==> src/gpeio_pkg.sv <==
// Constants for the general-purpose event and I/O block.
package gpeio_pkg;
  localparam logic [7:0]  ADDR_EVENT_STATUS  = 8'ha8;
  localparam logic [7:0]  ADDR_EVENT_ENABLE  = 8'haa;
  localparam logic [7:0]  ADDR_INPUT_LEVELS  = 8'hac;
  localparam logic [7:0]  ADDR_OUTPUT_LEVELS = 8'hae;
  localparam logic [2:0]  CFG_FUNCTION       = 3'h0;
  localparam logic [15:0] EVENT_MASK         = 16'hc91f;
  localparam logic [15:0] LEVEL_MASK         = 16'h001f;
  localparam logic [15:0] EVENT_ENABLE_RESET = 16'h0000;
  localparam logic [15:0] EVENT_STATUS_RESET = 16'h0000;
  localparam logic [4:0]  OUTPUT_RESET       = 5'h00;
  localparam int          BIT_SOCKET0_VIDEO  = 15;
  localparam int          BIT_SOCKET1_VIDEO  = 14;
  localparam int          BIT_POWER_CHANGE   = 11;
  localparam int          BIT_PROG_VOLTAGE   = 8;
  localparam int          NUM_GPIO           = 5;
endpackage : gpeio_pkg

==> src/gpeio_top.sv <==
// General-purpose event signalling and I/O block reached through configuration function 0.
// Overview of operation
// RULE_01: Event output stays asserted while any enabled status bit is pending.
// RULE_02: Event output appears on a pin only when one is configured for events.
// RULE_03: Host reaches enable, input and output registers only through function 0.
// RULE_04: Enable bit 15 signals events on socket 0 zoomed-video control changes.
// RULE_05: Enable bit 14 signals events on socket 1 zoomed-video control changes.
// RULE_06: Enable bit 11 signals events when software changes either socket's power.
// RULE_07: Enable bit 8 signals events on programming-voltage changes to or from 12 V.
// RULE_08: Enable bits 4-0 signal input pin changes while configured as inputs.
// RULE_09: Enable bits 15,14,11,8,4-0 read back; reserved enable bits read zero.
// RULE_10: Input register bits 4-0 return the current pin levels.
// RULE_11: Bits 15-5 of the input and output registers read zero.
// RULE_12: Output bits 4-0 drive their pins only while configured as outputs.
// RULE_13: Output register reads return the last value written, not pin levels.
// RULE_14: Status bits set on events regardless of enable; writing one clears them.
// RULE_15: Input pins are synchronised and changes found from consecutive samples.
// RULE_16: Event output is the OR of enabled status bits, asserting within one clock.
`timescale 1ns/100ps
`default_nettype none
module gpeio_top (
  input  wire logic        clock,
  input  wire logic        rst,
  input  wire logic [2:0]  cfg_function,
  input  wire logic [7:0]  cfg_addr,
  input  wire logic        cfg_write,
  input  wire logic        cfg_read,
  input  wire logic [15:0] cfg_wdata,
  output logic      [15:0] cfg_rdata,
  output logic             cfg_rvalid,
  input  wire logic [4:0]  gpio_in,
  output logic      [4:0]  gpio_out,
  output logic      [4:0]  gpio_oe,
  input  wire logic [4:0]  pin_is_input,
  input  wire logic [4:0]  pin_is_output,
  input  wire logic        event_pin_configured,
  input  wire logic        socket0_zoomed_video_on,
  input  wire logic        socket1_zoomed_video_on,
  input  wire logic        power_state_written,
  input  wire logic        socket0_prog_12v,
  input  wire logic        socket1_prog_12v,
  output logic             event_out_n,
  output logic             event_out_oe
);
  logic [15:0] event_enable_reg;
  logic [15:0] event_status_reg;
  logic [15:0] event_status_next;
  logic [15:0] event_set;
  logic [4:0]  output_levels_reg;
  logic [4:0]  sync1_reg;
  logic [4:0]  sync2_reg;
  logic [4:0]  sample_prev_reg;
  logic        video0_prev_reg;
  logic        video1_prev_reg;
  logic [1:0]  prog_prev_reg;
  logic [4:0]  pin_changes;
  logic        func_ok;
  logic        wr_enable;
  logic        wr_status;
  logic        wr_output;

  assign func_ok   = (cfg_function == gpeio_pkg::CFG_FUNCTION); // RULE_03
  assign wr_enable = cfg_write && func_ok && (cfg_addr == gpeio_pkg::ADDR_EVENT_ENABLE);
  assign wr_status = cfg_write && func_ok && (cfg_addr == gpeio_pkg::ADDR_EVENT_STATUS);
  assign wr_output = cfg_write && func_ok && (cfg_addr == gpeio_pkg::ADDR_OUTPUT_LEVELS);

  // Two-stage synchroniser on the pins; the first stage feeds only the second.
  always_ff @(posedge clock) begin
    if (rst) begin
      sync1_reg       <= 5'h00;
      sync2_reg       <= 5'h00;
      sample_prev_reg <= 5'h00;
    end else begin
      sync1_reg       <= gpio_in; // RULE_15
      sync2_reg       <= sync1_reg; // RULE_15
      sample_prev_reg <= sync2_reg;
    end
  end

  always_ff @(posedge clock) begin
    if (rst) begin
      video0_prev_reg <= 1'b0;
      video1_prev_reg <= 1'b0;
      prog_prev_reg   <= 2'h0;
    end else begin
      video0_prev_reg <= socket0_zoomed_video_on;
      video1_prev_reg <= socket1_zoomed_video_on;
      prog_prev_reg   <= {socket1_prog_12v, socket0_prog_12v};
    end
  end

  // Event sources; the first sample after reset is compared against a reset value of zero.
  always_comb begin
    event_set = 16'h0000;
    event_set[gpeio_pkg::BIT_SOCKET0_VIDEO] = socket0_zoomed_video_on ^ video0_prev_reg; // RULE_04
    event_set[gpeio_pkg::BIT_SOCKET1_VIDEO] = socket1_zoomed_video_on ^ video1_prev_reg; // RULE_05
    event_set[gpeio_pkg::BIT_POWER_CHANGE]  = power_state_written; // RULE_06
    event_set[gpeio_pkg::BIT_PROG_VOLTAGE]  =
      |({socket1_prog_12v, socket0_prog_12v} ^ prog_prev_reg); // RULE_07
  end

  genvar gi;
  generate
    for (gi = 0; gi < gpeio_pkg::NUM_GPIO; gi++) begin : g_pin
      assign pin_changes[gi] = (sync2_reg[gi] ^ sample_prev_reg[gi]) && pin_is_input[gi]; // RULE_08 RULE_15
      assign gpio_out[gi] = output_levels_reg[gi];
      assign gpio_oe[gi]  = pin_is_output[gi]; // RULE_12
    end
  endgenerate

  // A set arriving with a write-one clear wins over the clear.
  always_comb begin
    event_status_next = event_status_reg;
    if (wr_status) begin
      event_status_next = event_status_reg & ~cfg_wdata; // RULE_14
    end
    event_status_next = (event_status_next | event_set | {11'h000, pin_changes})
                        & gpeio_pkg::EVENT_MASK; // RULE_14
  end

  always_ff @(posedge clock) begin
    if (rst) begin
      event_status_reg <= gpeio_pkg::EVENT_STATUS_RESET;
    end else begin
      event_status_reg <= event_status_next;
    end
  end

  always_ff @(posedge clock) begin
    if (rst) begin
      event_enable_reg <= gpeio_pkg::EVENT_ENABLE_RESET;
    end else if (wr_enable) begin
      event_enable_reg <= cfg_wdata & gpeio_pkg::EVENT_MASK; // RULE_09
    end
  end

  always_ff @(posedge clock) begin
    if (rst) begin
      output_levels_reg <= gpeio_pkg::OUTPUT_RESET;
    end else if (wr_output) begin
      output_levels_reg <= cfg_wdata[4:0]; // RULE_13
    end
  end

  // Read data is registered and appears one cycle after the read strobe.
  always_ff @(posedge clock) begin
    if (rst) begin
      cfg_rdata  <= 16'h0000;
      cfg_rvalid <= 1'b0;
    end else begin
      cfg_rvalid <= cfg_read;
      cfg_rdata  <= 16'h0000;
      if (cfg_read && func_ok) begin // RULE_03
        unique case (cfg_addr)
          gpeio_pkg::ADDR_EVENT_STATUS:  cfg_rdata <= event_status_reg;
          gpeio_pkg::ADDR_EVENT_ENABLE:  cfg_rdata <= event_enable_reg; // RULE_09
          gpeio_pkg::ADDR_INPUT_LEVELS:  cfg_rdata <= {11'h000, sync2_reg}; // RULE_10 RULE_11
          gpeio_pkg::ADDR_OUTPUT_LEVELS: cfg_rdata <= {11'h000, output_levels_reg}; // RULE_11 RULE_13
          default:                       cfg_rdata <= 16'h0000;
        endcase
      end
    end
  end

  // Low while an enabled status bit is pending and a pin carries the event.
  assign event_out_n  = ~(event_pin_configured &&
                          |(event_status_reg & event_enable_reg)); // RULE_01 RULE_02 RULE_16
  assign event_out_oe = event_pin_configured; // RULE_02
endmodule : gpeio_top
`default_nettype wire

==> config.mk <==
export PLATFORM = sky130hd
export DESIGN_NAME = gpeio_top
export DESIGN_NICKNAME = d
export VERILOG_FILES = /design/src/gpeio_pkg.sv /design/src/gpeio_top.sv
export SDC_FILE = /design/constraint.sdc
export NUM_CORES = 1
export LEC_CHECK = 0
export BUFFER_PORTS_ARGS = -buffer_cell sky130_fd_sc_hd__buf_2
export CAP_MARGIN = 5
export CORE_ASPECT_RATIO = 0.5
export CORE_MARGIN = 3
export CORE_UTILIZATION = 49
export CTS_BUF_LIST = sky130_fd_sc_hd__clkbuf_8 sky130_fd_sc_hd__clkbuf_16
export DETAILED_ROUTE_END_ITERATION = 12
export GPL_TIMING_DRIVEN = 0
export PLACE_DENSITY = 0.89
export SYNTH_ARGS = -nofsm -noshare
export SYNTH_HDL_FRONTEND = slang
export SYNTH_SLANG_ARGS = --single-unit
==> constraint.sdc <==
create_clock -name clock -period 2.1 [get_ports clock]
set_clock_uncertainty 0.15 [all_clocks]
set_input_delay 0.21 -clock clock [delete_from_list [all_inputs] [get_ports clock]]
set_output_delay 0.21 -clock clock [all_outputs]
set_load 0.03 [all_outputs]
==> impl_results.md <==
* Port bufs at 59
* Worst slew pin tran at 0.719 ns
* Hold Crit Class: in -> reg
* Crit path buffers/inverters at 1
* Crit-path cells: a222oi_1 -> nand3_1 -> o21ai_0 -> buf_2
* Cell family with most CP delay: compound AO/OA/AOI/OAI gates
* Clock tree root driver cell: clkbuf_8
* Initial DRC Count at 88
* Setup TNS Final at 0 ns
* Yosys cell types at 35
* Total power draw at 1820 uW
* VDD IR max at 0.000315 V
* Post-cts resize count at 0
* Post-CTS Setup Bufs at 0
* Cell area after synthesis at 0.00225 mm2
* Pwr Density at 655 mW/mm2
* Avg WL per Cell at 15.7 um
* Total Routing Usage GR at 0.199
* CP Class: reg -> out
* Slowest cell on crit path: a222oi_1
* Crit-path max FO at 3
* Fmax at 501 MHz
* Drt drc at 0
* Vias per cell at 5.16
* Gr ovfl total at 0
* CP Launch Type: register
* Yosys warns at 0
* Setup crit end: event_out_n
* Core Area at 0.00414 mm2
* Vias at 1,775
* Fill cells at 321
* Final Net Count at 341
* Final wirelength at 5410 um
* First-pass GRT wire length at 8070 um
* Critical path required time at 1.74 ns
* Initial core utilization at 0.543
* Area grow syn2layout at 23.8%
* R2r setup slk at 0.85 ns
* Critical path origin: event_status_reg[8]
* #FFs+latches synth at 52
* Pin count of the biggest net entering global routing at 15
* Cell count after synthesis at 211
* CTS tree: built
* IO Count at 81
* Vias in the first global route at 1,662
* Syn avg cell area at 10.7 um2
* Routability cong. at 0.794
* First-pass DRT Iterations at 4
* Antenna violations before repair at 0
* Number of cells on the worst reg-to-reg path at 2
* Sw Pwr at 440 uW
* Width of the chip at 102 um
* Post-DP HPWL at 4010 um
* Rel. slew slack at 0.520
* Pleak at 0.00126 uW
* Crit end category: output pin
* Layout cell share with drive strength beyond 1 at 0.317
* RSZ-0062 raised after global routing: false
* CTS clk-pin slew, worst paths at 0.08 ns
* Critical Path Stages at 4
* Final hold violation count at 0
* DIE AREA at 0.00549 mm2
* CP arrival at 1.64 ns
* Switching Fraction at 0.242
* CTS buffer count at 5
* Seq/Total Area, Yosys at 0.463
* CTS Hold Bufs at 6
* Finished Layout Cells at 344
* Combinational share of power at 0.124
* Clk pwr share at 0.310
* Final setup vio count at 0
* Cell Rows at 16
* Reg-to-reg startpoint: event_status_reg[3]
* Final period utilization at 0.951
* Critical R2R Capture: cfg_rdata[3]
* Clock buffer depth at 2
* Antenna viol nets, final at 0
* Internal at 1380 uW
* Clock sinks at 52
* Final min period at 2.00 ns
* Die Y-Extent at 53.9 um
* H-tree Lvls at 2
* Reg power frac at 0.566
* Clock Latency Late Sink at 0.30 ns
* Antenna Cells at 0
* Slew Limit Fails at 0
* Max Cap Viol at 0
* Status: finished clean
* Worst path max stage delay at 0.45 ns
* Placed insts at 330
## how the worst min path moves through the flow
stage | end | cells after the start | slack [ns] | from
2_1_floorplan | event_status_reg[11] | 1 | 0.17 | cfg_wdata[11]
3_3_place_gp | sync1_reg[1] | 2 | 0.27 | gpio_in[1]
3_5_place_dp | sync1_reg[3] | 2 | 0.27 | gpio_in[3]
4_1_cts | prog_prev_reg[1] | 2 | 0.003 | socket1_prog_12v
5_1_grt | sync1_reg[1] | 2 | 0.003 | gpio_in[1]
6_report | prog_prev_reg[1] | 2 | 0.003 | socket1_prog_12v
## placed cells by master, fill, tap and decap left out, types with 5 or more instances in the layout
cell type	netlist	final
nand2b_1	13	13
a21oi_1	5	5
dlygate4sd3_1	0	6
conb_1	1	7
nor2b_1	25	25
buf_2	1	60
mux2i_1	18	18
clkbuf_1	6	6
nor2_1	10	10
a211oi_1	8	8
inv_1	3	5
or2b_1	10	10
mux4_2	5	5
a21boi_0	5	5
clkbuf_8	0	6
buf_4	14	14
xor2_1	9	9
dfxtp_1	52	52
## cell families (layout without fill, tap and decap cells)
group	count (synthesis)	count (layout)	synth area share
AO/OA/AOI/OAI	24	24	0.0757
XOR/XNOR	9	9	0.0351
buffers and inverters	26	99	0.0740
flip-flops	52	52	0.463
multiplexers	23	23	0.130
other	1	7	0.00167
AND/OR/NAND/NOR	76	76	0.220
## per-layer routing
| layer | part of all wire | vias to the layer above | track usage |
|---|---|---|---|
| met2 | 0.48 | 90 | 0.356 |
| met1 | 0.42 | 816 | 0.248 |
| met3 | 0.093 | 12 | 0.0479 |
| met4 | 0.015 | 0 | 0.0464 |
| li1 | - | 857 | - |
| met5 | 0 | - | 0 |
## worst reg2reg max path, delay by kind of cell (launching register included)
kind             cells  cell delay (ns)
multiplexers         1             0.50
flip-flops           1             0.35
AND/OR/NAND/NOR      1             0.15
## power by group through the flow
stage	clock [uW]	sequential [uW]	combinational (uW)
2_1_floorplan	0	1050	143
3_3_place_gp	0	1050	205
3_5_place_dp	0	1050	215
4_1_cts	573	1030	225
5_1_grt	616	1030	244
6_report	565	1030	226
## Yosys cell counts (all sizes together)
cell,number,area (um2)
dfxtp,52,1040
nor2b,25,156
mux2i,18,180
buf,17,133
nand2b,13,81.3
nor2,10,37.5
or2b,10,75.1
xor2,9,78.8
a211oi,8,60.1
clkbuf,6,22.5
a21boi,5,37.5
a21oi,5,25.0
mux4,5,113
inv,3,11.3
nor4,3,33.8
a22oi,2,15.0
nand3,2,10.0
nand4,2,12.5
nor3,2,10.0
nor3b,2,15.0
a222oi,1,10.0
a22o,1,8.76
a311oi,1,8.76
and4b,1,10.0
conb,1,3.75
nand3b,1,7.51
nand4b,1,8.76
o21ai,1,5.00
or2,1,6.26
or3,1,11.3
or3b,1,8.76
or4,1,11.3
## per-stage QoR
stage | utilization | setup WS, ns | hold slack, ns | instance area (um2)
CTS | 0.672 | 0.118 | 0.00343 | 2780
global placement | 0.636 | 0.236 | 0.267 | 2630
detailed placement | 0.636 | 0.0367 | 0.272 | 2630
finish | 0.672 | 0.103 | 0.00318 | 2780
global route | 0.672 | 0.0535 | 0.00335 | 2780
floorplan | - | 0.346 | 0.169 | 2270
## final cells by class
class	instances	area (um2)	area share
clock inverters	2	7.51	0.00270
flip-flops and latches	52	1040	0.374
repair buffers	65	355	0.128
plain buffers	23	155	0.0557
multi-input cells	139	1060	0.382
inverters	3	11.3	0.00404
clock buffers	6	82.6	0.0297
well taps	54	67.6	0.0243
Note: power is estimated with default switching activity, not from simulation.
